--- src/inc/owm_params.svh ---
`ifndef OWM_PARAMS_SVH
`define OWM_PARAMS_SVH

// ==========================================================================
// clocking and time base
// ==========================================================================
`define OWM_CLK_HZ          40000000
`define OWM_TICK_HZ         1000000
// integer division of the main clock down to the microsecond tick
`define OWM_TICK_DIV        (`OWM_CLK_HZ / `OWM_TICK_HZ)
// below this main clock the sequences lose their tolerance
`define OWM_MIN_CLK_HZ      10000000
// tightest relative timing error allowed, in parts per ten thousand
`define OWM_MAX_ERR_PPTT    645

// ==========================================================================
// sequence times in microseconds (one tick each)
// ==========================================================================
`define OWM_RESET_LOW_US    511
`define OWM_RESET_HIGH_US   512
`define OWM_PRESENCE_US     68
`define OWM_ZERO_LOW_US     100
`define OWM_SLOT_US         117
`define OWM_READ_LOW_US     5
`define OWM_READ_SAMPLE_US  13

// ==========================================================================
// register offsets (byte addresses)
// ==========================================================================
`define OWM_ADR_CTRL        8'h00
`define OWM_ADR_STATUS      8'h04
`define OWM_ADR_INT_STATUS  8'h08
`define OWM_ADR_INT_MASK    8'h0c

// ==========================================================================
// field positions
// ==========================================================================
// control: triggers, self clearing
`define OWM_CTRL_RESET      0
`define OWM_CTRL_ZERO       1
`define OWM_CTRL_ONE        2
// status
`define OWM_STAT_PRESENCE   0
`define OWM_STAT_READ       1
`define OWM_STAT_BUSY       2
// interrupt status and mask: sequence done events
`define OWM_EVT_RESET       0
`define OWM_EVT_ZERO        1
`define OWM_EVT_ONE         2
`define OWM_EVT_W           3

`endif

--- src/inc/owm_pkg.sv ---
package owm_pkg;

  // sequencer states, one-hot
  typedef enum logic [4:0] {
    ST_IDLE     = 5'b00001,
    ST_RST_LOW  = 5'b00010,
    ST_RST_HIGH = 5'b00100,
    ST_ZERO     = 5'b01000,
    ST_ONE      = 5'b10000
  } state_type;

endpackage

--- src/hw/us_tick_gen.sv ---
`timescale 1ns/100ps
`default_nettype none

// ==========================================================================
// microsecond time base
// ==========================================================================
module us_tick_gen #(
  parameter int unsigned DIV = 40
) (
  input  wire logic clk_i,
  input  wire logic rst_i,
  input  wire logic restart_i,
  output logic      tick_o
);

  localparam int unsigned CW = (DIV > 1) ? $clog2(DIV) : 1;

  logic [CW-1:0] count;

  // free divider, realigned when a sequence phase starts
  always_ff @(posedge clk_i) begin
    if (rst_i || restart_i) begin
      count  <= '0;
      tick_o <= 1'b0;
    end else if (count == CW'(DIV - 1)) begin
      count  <= '0;
      tick_o <= 1'b1;
    end else begin
      count  <= count + CW'(1);
      tick_o <= 1'b0;
    end
  end

endmodule // us_tick_gen

`default_nettype wire

--- src/hw/one_wire_bus_master.sv ---
`timescale 1ns/100ps
`default_nettype none
`include "owm_params.svh"

// Summary of operation
// - write-zero slot lasts 117 us, line held low the first 100 us
// - write-zero trigger starts the slot, cleared by hardware when done
// - write-one and read slots share one waveform, starting with low
// - write-one/read trigger launches one slot, cleared when it finishes
// - read value flag loaded with the line level sampled in the slot
// - presence flag is one if a slave answered the reset, else zero
// - reset: 511 us low, 512 us released, presence sampled at 68 us
// - read slot: low 5 us, then released, sampled 13 us after fall
// - every sequence time within 0.0645 relative error of nominal
// - time base is the main clock divided by an integer to 1 MHz
// - main clock must be at least 10 MHz
module one_wire_bus_master #(
  parameter int unsigned TICK_DIV      = `OWM_TICK_DIV,
  parameter int unsigned RESET_LOW_US  = `OWM_RESET_LOW_US,
  parameter int unsigned RESET_HIGH_US = `OWM_RESET_HIGH_US,
  parameter int unsigned SLOT_US       = `OWM_SLOT_US
) (
  input  wire logic        clk_i,
  input  wire logic        rst_i,
  // wishbone classic slave
  input  wire logic        cyc_i,
  input  wire logic        stb_i,
  input  wire logic        we_i,
  input  wire logic [7:0]  adr_i,
  input  wire logic [3:0]  sel_i,
  input  wire logic [31:0] dat_i,
  output logic [31:0]      dat_o,
  output logic             ack_o,
  // interrupt
  output logic             irq_o,
  // one-wire pad, open drain
  input  wire logic        owire_i,
  output logic             owire_o,
  output logic             owire_oe_n_o
);

  import owm_pkg::*;

  // ==========================================================================
  // declarations
  // ==========================================================================
  state_type  state;
  state_type  next_state;
  logic [9:0] us_count;
  logic       tick;
  logic       restart;
  logic       phase_end;
  logic       drive_low;
  logic [2:0] line_sync;
  logic       line;
  logic [`OWM_EVT_W-1:0] trig;
  logic       ctrl_wr;
  logic       presence_flag;
  logic       read_value_flag;
  logic [`OWM_EVT_W-1:0] int_status;
  logic [`OWM_EVT_W-1:0] int_mask;
  logic [`OWM_EVT_W-1:0] done_evt;
  logic       bus_req;
  logic       bus_wr;
  logic       sel_low;
  logic [31:0] next_dat;

  // ==========================================================================
  // time base
  // ==========================================================================
  // integer division of 40 MHz by 40 gives exactly 1 us, no drift
  us_tick_gen #(
    .DIV       (TICK_DIV)
  ) u_tick (
    .clk_i     (clk_i),
    .rst_i     (rst_i),
    .restart_i (restart),
    .tick_o    (tick)
  );

  // ==========================================================================
  // pad input synchroniser
  // ==========================================================================
  // three stages; the level moves only when stages two and three agree
  always_ff @(posedge clk_i) begin
    if (rst_i) begin
      line_sync <= 3'h7;
    end else begin
      line_sync <= {line_sync[1:0], owire_i};
    end
  end

  // filtered line level
  always_ff @(posedge clk_i) begin
    if (rst_i) begin
      line <= 1'b1;
    end else if (line_sync[1] == line_sync[2]) begin
      line <= line_sync[2];
    end
  end

  // ==========================================================================
  // wishbone slave
  // ==========================================================================
  assign bus_req = cyc_i && stb_i;
  // writes land on the edge where ack is seen high
  assign bus_wr  = bus_req && ack_o && we_i;
  assign sel_low = sel_i[0];

  // one wait state, ack dropped the cycle after it was given
  always_ff @(posedge clk_i) begin
    if (rst_i) begin
      ack_o <= 1'b0;
    end else begin
      ack_o <= bus_req && !ack_o;
    end
  end

  // read mux, unmapped addresses read zero
  always_comb begin
    next_dat = 32'h0000_0000;
    unique case (adr_i)
      `OWM_ADR_CTRL: begin
        next_dat[`OWM_EVT_W-1:0] = trig;
      end
      `OWM_ADR_STATUS: begin
        next_dat[`OWM_STAT_PRESENCE] = presence_flag;
        next_dat[`OWM_STAT_READ]     = read_value_flag;
        next_dat[`OWM_STAT_BUSY]     = (state != ST_IDLE);
      end
      `OWM_ADR_INT_STATUS: begin
        next_dat[`OWM_EVT_W-1:0] = int_status;
      end
      `OWM_ADR_INT_MASK: begin
        next_dat[`OWM_EVT_W-1:0] = int_mask;
      end
      default: begin
        next_dat = 32'h0000_0000;
      end
    endcase
  end

  // read data registered in the cycle before ack
  always_ff @(posedge clk_i) begin
    if (rst_i) begin
      dat_o <= 32'h0000_0000;
    end else if (bus_req && !ack_o) begin
      dat_o <= next_dat;
    end
  end

  // ==========================================================================
  // trigger bits
  // ==========================================================================
  // a written one sets a trigger, hardware clears it when its sequence
  // ends, a new set wins; control bits sit at the done event positions
  assign ctrl_wr = bus_wr && sel_low && adr_i == `OWM_ADR_CTRL;
  for (genvar g = 0; g < `OWM_EVT_W; g++) begin : g_trig
    always_ff @(posedge clk_i) begin
      if (rst_i) begin
        trig[g] <= 1'b0;
      end else if (ctrl_wr && dat_i[g]) begin
        trig[g] <= 1'b1;
      end else if (done_evt[g]) begin
        trig[g] <= 1'b0;
      end
    end
  end

  // ==========================================================================
  // sequencer
  // ==========================================================================
  // last tick of the running phase
  always_comb begin
    phase_end = 1'b0;
    unique case (state)
      ST_RST_LOW:  phase_end = (us_count == 10'(RESET_LOW_US - 1));
      ST_RST_HIGH: phase_end = (us_count == 10'(RESET_HIGH_US - 1));
      ST_ZERO:     phase_end = (us_count == 10'(SLOT_US - 1));
      ST_ONE:      phase_end = (us_count == 10'(SLOT_US - 1));
      ST_IDLE:     phase_end = 1'b0;
    endcase
  end

  // next state; reset first, then write zero, then write one/read
  always_comb begin
    next_state = state;
    done_evt   = '0;
    restart    = 1'b0;
    unique case (state)
      ST_IDLE: begin
        restart = 1'b1;
        if (trig[`OWM_CTRL_RESET]) begin
          next_state = ST_RST_LOW;
        end else if (trig[`OWM_CTRL_ZERO]) begin
          next_state = ST_ZERO;
        end else if (trig[`OWM_CTRL_ONE]) begin
          next_state = ST_ONE;
        end
      end
      ST_RST_LOW: begin
        if (tick && phase_end) begin
          next_state = ST_RST_HIGH;
          restart    = 1'b1;
        end
      end
      ST_RST_HIGH: begin
        if (tick && phase_end) begin
          next_state = ST_IDLE;
          done_evt[`OWM_EVT_RESET] = 1'b1;
        end
      end
      ST_ZERO: begin
        if (tick && phase_end) begin
          next_state = ST_IDLE;
          done_evt[`OWM_EVT_ZERO] = 1'b1;
        end
      end
      ST_ONE: begin
        if (tick && phase_end) begin
          next_state = ST_IDLE;
          done_evt[`OWM_EVT_ONE] = 1'b1;
        end
      end
    endcase
  end

  // state register
  always_ff @(posedge clk_i) begin
    if (rst_i) begin
      state <= ST_IDLE;
    end else begin
      state <= next_state;
    end
  end

  // microseconds elapsed in the running phase
  always_ff @(posedge clk_i) begin
    if (rst_i || restart) begin
      us_count <= 10'h000;
    end else if (tick) begin
      us_count <= us_count + 10'h001;
    end
  end

  // ==========================================================================
  // line drive
  // ==========================================================================
  // low from the phase start until the low time has elapsed
  always_comb begin
    drive_low = 1'b0;
    unique case (next_state)
      ST_RST_LOW:  drive_low = 1'b1;
      ST_ZERO:     drive_low = (us_count < 10'(`OWM_ZERO_LOW_US)) &&
                               !(tick && us_count ==
                                 10'(`OWM_ZERO_LOW_US - 1));
      ST_ONE:      drive_low = (us_count < 10'(`OWM_READ_LOW_US)) &&
                               !(tick && us_count ==
                                 10'(`OWM_READ_LOW_US - 1));
      ST_RST_HIGH: drive_low = 1'b0;
      ST_IDLE:     drive_low = 1'b0;
    endcase
  end

  // open drain: data held at zero, enable active low pulls the line
  assign owire_o = 1'b0;
  always_ff @(posedge clk_i) begin
    if (rst_i) begin
      owire_oe_n_o <= 1'b1;
    end else begin
      owire_oe_n_o <= !drive_low;
    end
  end

  // ==========================================================================
  // sampled results
  // ==========================================================================
  // presence: a low line 68 us into the release means a slave answered
  always_ff @(posedge clk_i) begin
    if (rst_i) begin
      presence_flag <= 1'b0;
    end else if (state == ST_RST_HIGH && tick &&
                 us_count == 10'(`OWM_PRESENCE_US - 1)) begin
      presence_flag <= !line;
    end
  end

  // read value: the slave may hold the line low to answer a zero
  always_ff @(posedge clk_i) begin
    if (rst_i) begin
      read_value_flag <= 1'b0;
    end else if (state == ST_ONE && tick &&
                 us_count == 10'(`OWM_READ_SAMPLE_US - 1)) begin
      read_value_flag <= line;
    end
  end

  // ==========================================================================
  // interrupts
  // ==========================================================================
  // sticky done events, write one to clear, a new event wins
  always_ff @(posedge clk_i) begin
    if (rst_i) begin
      int_status <= '0;
    end else begin
      if (bus_wr && sel_low && adr_i == `OWM_ADR_INT_STATUS) begin
        int_status <= (int_status & ~dat_i[`OWM_EVT_W-1:0]) | done_evt;
      end else begin
        int_status <= int_status | done_evt;
      end
    end
  end

  // mask, one enables the event onto the interrupt line
  always_ff @(posedge clk_i) begin
    if (rst_i) begin
      int_mask <= '0;
    end else if (bus_wr && sel_low && adr_i == `OWM_ADR_INT_MASK) begin
      int_mask <= dat_i[`OWM_EVT_W-1:0];
    end
  end

  // level interrupt while any unmasked event is pending
  always_ff @(posedge clk_i) begin
    if (rst_i) begin
      irq_o <= 1'b0;
    end else begin
      irq_o <= |(int_status & int_mask);
    end
  end

endmodule // one_wire_bus_master

`default_nettype wire

--- config.mk ---
export PLATFORM = sky130hd
export DESIGN_NAME = one_wire_bus_master
export DESIGN_NICKNAME = d
export VERILOG_FILES = /design/src/inc/owm_pkg.sv /design/src/hw/us_tick_gen.sv /design/src/hw/one_wire_bus_master.sv
export VERILOG_INCLUDE_DIRS = /design/src /design/src/inc
export SDC_FILE = /design/constraint.sdc
export NUM_CORES = 1
export LEC_CHECK = 0
export ABC_CLOCK_PERIOD_IN_PS = 2600
export BUFFER_PORTS_ARGS = -buffer_cell sky130_fd_sc_hd__buf_2
export CAP_MARGIN = 20
export CELL_PAD_IN_SITES_DETAIL_PLACEMENT = 2
export CELL_PAD_IN_SITES_GLOBAL_PLACEMENT = 2
export CORE_UTILIZATION = 25
export CTS_CLUSTER_DIAMETER = 40
export DETAILED_ROUTE_END_ITERATION = 6
export PLACE_DENSITY = 0.84
export RECOVER_POWER = 25
export SYNTH_ARGS = -nofsm -noshare
export SYNTH_HDL_FRONTEND = slang
export SYNTH_SLANG_ARGS = --single-unit
--- constraint.sdc ---
create_clock -name clk_i -period 2.6 [get_ports clk_i]
set_clock_uncertainty 0.1 [all_clocks]
set_input_delay 0.39 -clock clk_i [delete_from_list [all_inputs] [get_ports clk_i]]
set_output_delay 0.39 -clock clk_i [all_outputs]
set_load 0.05 [all_outputs]
==> metrics.md, run 1 <==
| Metric | Value |
|---|---|
| Synth Area in Simple Gates | `between 20% and 30%` |
| CP arrival | `about 2.7 ns` |
| Pre-CTS WS | `-0.0628 ns` |
| TritonCTS Sinks | `43` |
| Vias after detailed routing | `about 2,100` |
| Root Buffer | `clkbuf_8` |
| Layout cells sized above 1 | `25.5%` |
| Yosys top cell by area | `dfxtp_1` |
| TritonRoute pass-1 iters | `4` |
| Post-route ant nets | `0` |
| RSZ-0062 raised after global routing | `yes` |
| CTS Buffer Depth | `2` |
| First-pass GRT wire length | `roughly 11,000 um` |
| Vias/cell | `4.54` |
| Yosys reg bits | `between 40 and 50` |
| Die width | `approximately 100 um` |
| Mux contribution to synthesized area | `approximately 4.9%` |
| Area grow syn2layout | `20.8%` |
| Final worst slack | `~0.012 ns` |
| Post-synth cell types | `~50` |
| Critical Path Source | `state[1]$_SDFF_PP0_` |
| Routed Wire Length | `~6800 um` |
| Fin. Hold Viols | `0` |
| Final hold slack | `0.166 ns` |
| DR WL/cell | `between 10 and 15 um` |
| Top post-synthesis cells by area | `dfxtp_1 36%, buf_4 9.4%, nor2_1 7.9%, nand2_1 4.3%, xnor2_1 3.3%` |
| Register area share after synthesis | `a little over a third` |
| XOR/XNOR share of the synthesized area | `roughly 5.9%` |
| Worst Hold Endpoint | `line_sync[0]$_SDFF_PP1_` |
| Fin nets | `around 380` |
| Worst-margin pin slew | `between 0.6 and 0.7 ns` |
| Crit-path max FO | `3` |
| Post-Syn Area | `roughly 2400 um^2` |
| Initial antenna violation count | `0` |
| Largest net degree at the start of global routing | `28` |
| Final non-filler cell area | `2880 um^2` |
| Top FF cell, synth | `dfxtp_1` |
| Final setup fails | `0` |
| Worst r2r dst | `owire_oe_n_o$_SDFF_PP1_` |
| H-Tree Level Count | `2` |
| Min-Delay Path Class | `primary input to flip-flop` |
| Placeable Area | `roughly 9000 um^2` |
| Post-Synth Adder-Cell Area | `2.10%` |
| Main combinational cell family by area after synthesis | `simple AND/OR/NAND/NOR gates` |
| Synth top area share | `36.1%` |
| Inserted Clock Buffers | `5` |
| Worst Hold Depth | `2` |
| Post-synth ARST share | `0%` |
| Hold-fix buffers at CTS | `0` |
| Reg-to-reg startpoint | `state[1]$_SDFF_PP0_` |
| Die ar. | `roughly 10000 um^2` |
| Post-synthesis compound-gate area fraction | `around 14%` |
| Reg clk slew, reported paths | `around 0.09 ns` |
| Syn Area/Cell | `approximately 8.3 um^2` |
| Top post-synthesis cells by count | `50 x nor2_1, 43 x dfxtp_1, 30 x buf_4` |
| Setup_tns | `0 ns` |
| Critical setup path kind | `flip-flop to flip-flop` |
| CTS tree | `yes` |
| MaxCap Viol Count | `0` |
| Worst endpoint required time | `about 2.7 ns` |
| Layout Cells excl Fill | `around 460` |
| GRT overflow | `0` |
| Number of synthesized flops with an enable pin | `0` |
| Max Clock Freq | `386 MHz` |
| CP Capture Type | `flip-flop` |
| Slew headroom | `around 57%` |
| Most frequent cell after synthesis | `nor2_1` |
| Launch point of the worst hold path | `owire_i` |
| Starting Density | `between 20% and 30%` |
| Mapped Cells | `between 200 and 300` |
| Placed Area | `2630 um^2` |
| Final worst path period share | `~100%` |
| Total GRT Usage | `13.9%` |
| Final worst path period need | `approximately 2.6 ns` |
| Maximum vdd ir drop | `roughly 0.00017 V` |
| IO Pins | `86` |
| FP Rows | `35` |
| I/O Buffers | `23` |
| Reg2reg setup slack | `roughly 0.012 ns` |
| Placed cells | `roughly 440` |
| Antenna Cells | `0` |
| # DRC | `0` |
| Clk Latency, worst-skew pair | `~0.3 ns` |
| Vias in the first global route | `around 2,200` |
| Die height | `approximately 100 um` |
| CP startpoint kind | `flip-flop` |
| Status | `finished clean` |
| Reg2reg path depth | `8` |
| YS warnings | `0` |
| Final HPWL DP | `5010 um` |
| RD Place Congestion | `0.810` |
| Final Max Slew Viols | `0` |
| Static Leakage | `about 1.1 nW` |
| Iteration-0 DRC count of the detailed router | `80` |
| Power per Cell Area | `roughly 460 nW/um^2` |
## metrics by stage
step,utilization [%],power [W]
2_1_floorplan,-,0.000822
3_3_place_gp,28.4,0.000804
3_5_place_dp,28.4,0.000805
4_1_cts,30.3,0.00134
5_1_grt,31.2,0.00137
6_report,31.2,0.00133
## per-layer routing
layer	part of all wire, %	vias to the layer above	GRT usage [%]
met3	2.9	12	2.67
met1	42	1021	15.5
met2	53	50	26.7
met5	0	-	0
li1	-	999	-
met4	1.6	0	3.96
## state kept, by name (all words and copies together) (netlist names)
signal,count
trig,3
u_tick.count,6
us_count,10
int_mask,3
irq_o,1
line_sync,3
line,1
ack_o,1
dat_o,3
read_value_flag,1
state,5
presence_flag,1
owire_oe_n_o,1
int_status,3
u_tick.tick_o,1
## where the power goes
group          leakage [nW]  switching (W)  internal, W  total, W
Combinational         0.679       0.000115    0.0000143  0.000129
Sequential            0.350     0.00000117     0.000659  0.000660
Clock                0.0581       0.000250     0.000286  0.000536
## what timing repair did
action / 4_1_cts / 5_1_grt
setup buffers: 3 / 5
gates resized for setup: 7 / 12
endpoints found under the hold margin: 0 / 0
pin swaps: 7 / 9
endpoints found under the setup margin: 1 / 9
## kinds of logic after synthesis
group           count (synthesis)
simple gates                  121
buf+inv                        51
flops                          43
compound gates                 42
xor+xnor                       16
mux                             8
fa+ha+maj                       4
other cells                     1
## cell usage in the layout (no fill, tap or decap), drive strengths merged, types with 6 or more instances in the layout
master  synthesis  final
xnor2           9      9
dfxtp          43     43
conb            1     30
a22oi           6      6
clkbuf          8      9
a21oi          10     10
nand3          10     10
nand2          27     27
buf            36     47
or2             7      7
xor2            7      7
nor2           50     50
inv             7      7
## worst max-delay path, stage by stage (launching register included)
cell and delay [ns]:
dfxtp_2 0.34, or3_4 0.39, or3_4 0.39, or4_4 0.44, a21oi_4 0.23, a31oi_4 0.08
o211ai_1 0.17, o31ai_2 0.10, a31o_1 0.25
## how the worst max path moves through the flow
| stage | depth (start not counted) | slack, ns | end |
|---|---|---|---|
| 3_5_place_dp | 8 | -0.06 | owire_oe_n_o$_SDFF_PP1_ |
| 6_report | 8 | 0.01 | owire_oe_n_o$_SDFF_PP1_ |
| 4_1_cts | 8 | 0.009 | owire_oe_n_o$_SDFF_PP1_ |
| 3_3_place_gp | 8 | 0.01 | owire_oe_n_o$_SDFF_PP1_ |
| 2_1_floorplan | 9 | 0.08 | owire_oe_n_o$_SDFF_PP1_ |
| 5_1_grt | 9 | -0.08 | owire_oe_n_o$_SDFF_PP1_ |
## final cells by class
type,count,area (um^2)
multi-input combinational,221,1390
tap,129,161
timing repair buffer,51,320
sequential,43,870
inverter,7,26.3
clock buffer,5,68.8
fill,1070,6360
clock inverter,3,43.8
(Power assumes the default switching activity.)
==> inputs of run 2 (changes only) <==
--- a/config.mk
+++ b/config.mk
@@ -11,6 +11,7 @@
 export CAP_MARGIN = 20
 export CELL_PAD_IN_SITES_DETAIL_PLACEMENT = 2
 export CELL_PAD_IN_SITES_GLOBAL_PLACEMENT = 2
+export CORE_ASPECT_RATIO = 1.4
 export CORE_UTILIZATION = 25
 export CTS_CLUSTER_DIAMETER = 40
 export DETAILED_ROUTE_END_ITERATION = 6
==> metrics.md, run 2 (synthesis gave the netlist of run 1 again) <==
| Metric | Value |
|---|---|
| Status | `finished with violations` |
| Violated checks | `DRC, setup timing` |
| CP arrival | `approximately 2.8 ns` |
| Final worst path period share | `102%` |
| Final worst slack | `-0.0440 ns` |
| Vias after detailed routing | `roughly 2,100` |
| Crit-path max FO | `3` |
| Largest net degree at the start of global routing | `28` |
| DR WL/cell | `roughly 16 um` |
| Final setup fails | `1` |
| Total GRT Usage | `between 10 and 15%` |
| Post-route ant nets | `0` |
| # DRC | `4` |
| Final Max Slew Viols | `0` |
| CP Capture Type | `flip-flop` |
| Final worst path period need | `roughly 2.6 ns` |
| Clk Latency, worst-skew pair | `between 0.2 and 0.3 ns` |
| H-Tree Level Count | `2` |
| Max Clock Freq | `378 MHz` |
| Placeable Area | `between 9000 and 10,000 um^2` |
| Final HPWL DP | `5080 um` |
| Critical setup path kind | `flip-flop to flip-flop` |
| Routed Wire Length | `just under 7000 um` |
| CTS Buffer Depth | `2` |
| Clk pwr share | `a little over two fifths` |
| Reg clk slew, reported paths | `around 0.06 ns` |
| RD Place Congestion | `0.773` |
| IO Pins | `86` |
| Top flop regs | `us_count x10, u_tick.count x6, state x5` |
| Power per Cell Area | `~490 nW/um^2` |
| First-pass GRT wire length | `around 11,000 um` |
| Maximum vdd ir drop | `~0.00024 V` |
| Iteration-0 DRC count of the detailed router | `around 70` |
| Utilization after layout | `31.5%` |
| Switch share | `27.0%` |
| Overall power | `~0.0014 W` |
| Largest Register | `us_count` |
| Die height | `~120 um` |
| Antenna Cells | `0` |
| Die width | `84.5 um` |
| Placed cells | `between 400 and 500` |
| Commonest non-fill, non-tap cells in the layout | `50 x nor2_1, 40 x dfxtp_1, 31 x buf_4, 30 x conb_1, 27 x nand2_1` |
| Die ar. | `just under 10,000 um^2` |
| Vias in the first global route | `2,272` |
| Layout Cells excl Fill | `440` |
| Internal power | `~0.001 W` |
| Fin. Hold Viols | `0` |
| TritonCTS Sinks | `43` |
| Root Buffer | `clkbuf_16` |
| CP startpoint kind | `flip-flop` |
| Fin nets | `386` |
| Area grow syn2layout | `20.6%` |
| RSZ-0062 raised after global routing | `yes` |
| FP Rows | `41` |
| Min-Delay Path Class | `primary input to flip-flop` |
| Starting Density | `roughly a quarter` |
| Vias/cell | `4.79` |
| GRT overflow | `0` |
| CTS tree | `yes` |
| P_sw | `roughly 0.00038 W` |
| MaxCap Viol Count | `0` |
| Max reg flops | `10` |
| Initial antenna violation count | `0` |
| TritonRoute pass-1 iters | `6` |
| Worst endpoint required time | `2.72 ns` |
| Combinational share of power | `under 10%` |
| Layout cells sized above 1 | `between 20% and 30%` |
| Commonest non-fill, non-tap cell in the layout | `nor2_1` |
| I/O Buffers | `23` |
| Sequential Power Share | `46.9%` |
| Static Leakage | `between 1 and 1.5 nW` |
| Inserted Clock Buffers | `5` |
==> run 2: cell count changes in the layout (fill, tap and decap cells not counted), sizes merged <==
| cell | delta |
|---|---|
| buf | +7 |
| clkbuf | -3 |
| bufinv | -1 |
| clkinv | -1 |
| clkinvlp | +1 |
==> run 2: layout make-up <==
class	instances	area, um^2
tap	107	134
clock inverter	2	12.5
inverter	7	26.3
timing repair buffer	54	348
clock buffer	6	129
multi-input combinational	221	1360
fill	1040	6260
sequential	43	865
==> run 2: routing by layer <==
| metal | track usage [%] | share of wire [%] | up-vias |
|---|---|---|---|
| met4 | 5.08 | 2.2 | 0 |
| li1 | - | - | 1003 |
| met1 | 13.4 | 35 | 1046 |
| met2 | 29.4 | 59 | 45 |
| met5 | 0 | 0 | - |
| met3 | 2.52 | 3.3 | 12 |
==> run 2: critical path: stages, from the launching register on <==
cell and delay (ns):
dfxtp_2 0.32, or3_4 0.38, or3_4 0.39, a21boi_1 0.16, o21a_1 0.26, a311oi_4 0.39, xnor2_1 0.13, o31ai_1 0.23
a31o_1 0.21
==> run 2: final timing paths <==
kind | endpoint | depth (start not counted) | slack [ns] | start
max reg2reg | owire_oe_n_o$_SDFF_PP1_ | 8 | -0.04 | state[0]$_SDFF_PP1_
max | owire_oe_n_o$_SDFF_PP1_ | 8 | -0.04 | state[0]$_SDFF_PP1_
min | line_sync[0]$_SDFF_PP1_ | 2 | 0.18 | owire_i
min reg2reg | line_sync[1]$_SDFF_PP1_ | 1 | 0.32 | line_sync[0]$_SDFF_PP1_
==> run 2: power groups by stage <==
stage | combinational (W) | sequential, W | clock [W]
global route | 0.000135 | 0.000662 | 0.000655
floorplan | 0.000143 | 0.000679 | 0
detailed placement | 0.000128 | 0.000677 | 0
global placement | 0.000127 | 0.000677 | 0
CTS | 0.000129 | 0.000662 | 0.000634
finish | 0.000130 | 0.000662 | 0.000619
==> run 2: per-stage QoR <==
step | worst slack (ns) | area (um^2) | hold slack, ns | TNS, ns
2_1_floorplan | 0.0777 | 2490 | 0.289 | 0
3_3_place_gp | -0.0121 | 2660 | 0.292 | -0.0121
3_5_place_dp | -0.0440 | 2660 | 0.304 | -0.0440
4_1_cts | -0.000644 | 2850 | 0.180 | -0.000644
5_1_grt | -0.0946 | 2870 | 0.185 | -0.107
6_report | -0.0440 | 2870 | 0.183 | -0.0440
==> run 2: repair_timing <==
item,in CTS,in global routing
buffers inserted,1,2
hold buffers,0,0
gates resized for setup,8,3
endpoints found under the setup margin,1,2
pin swaps,3,2
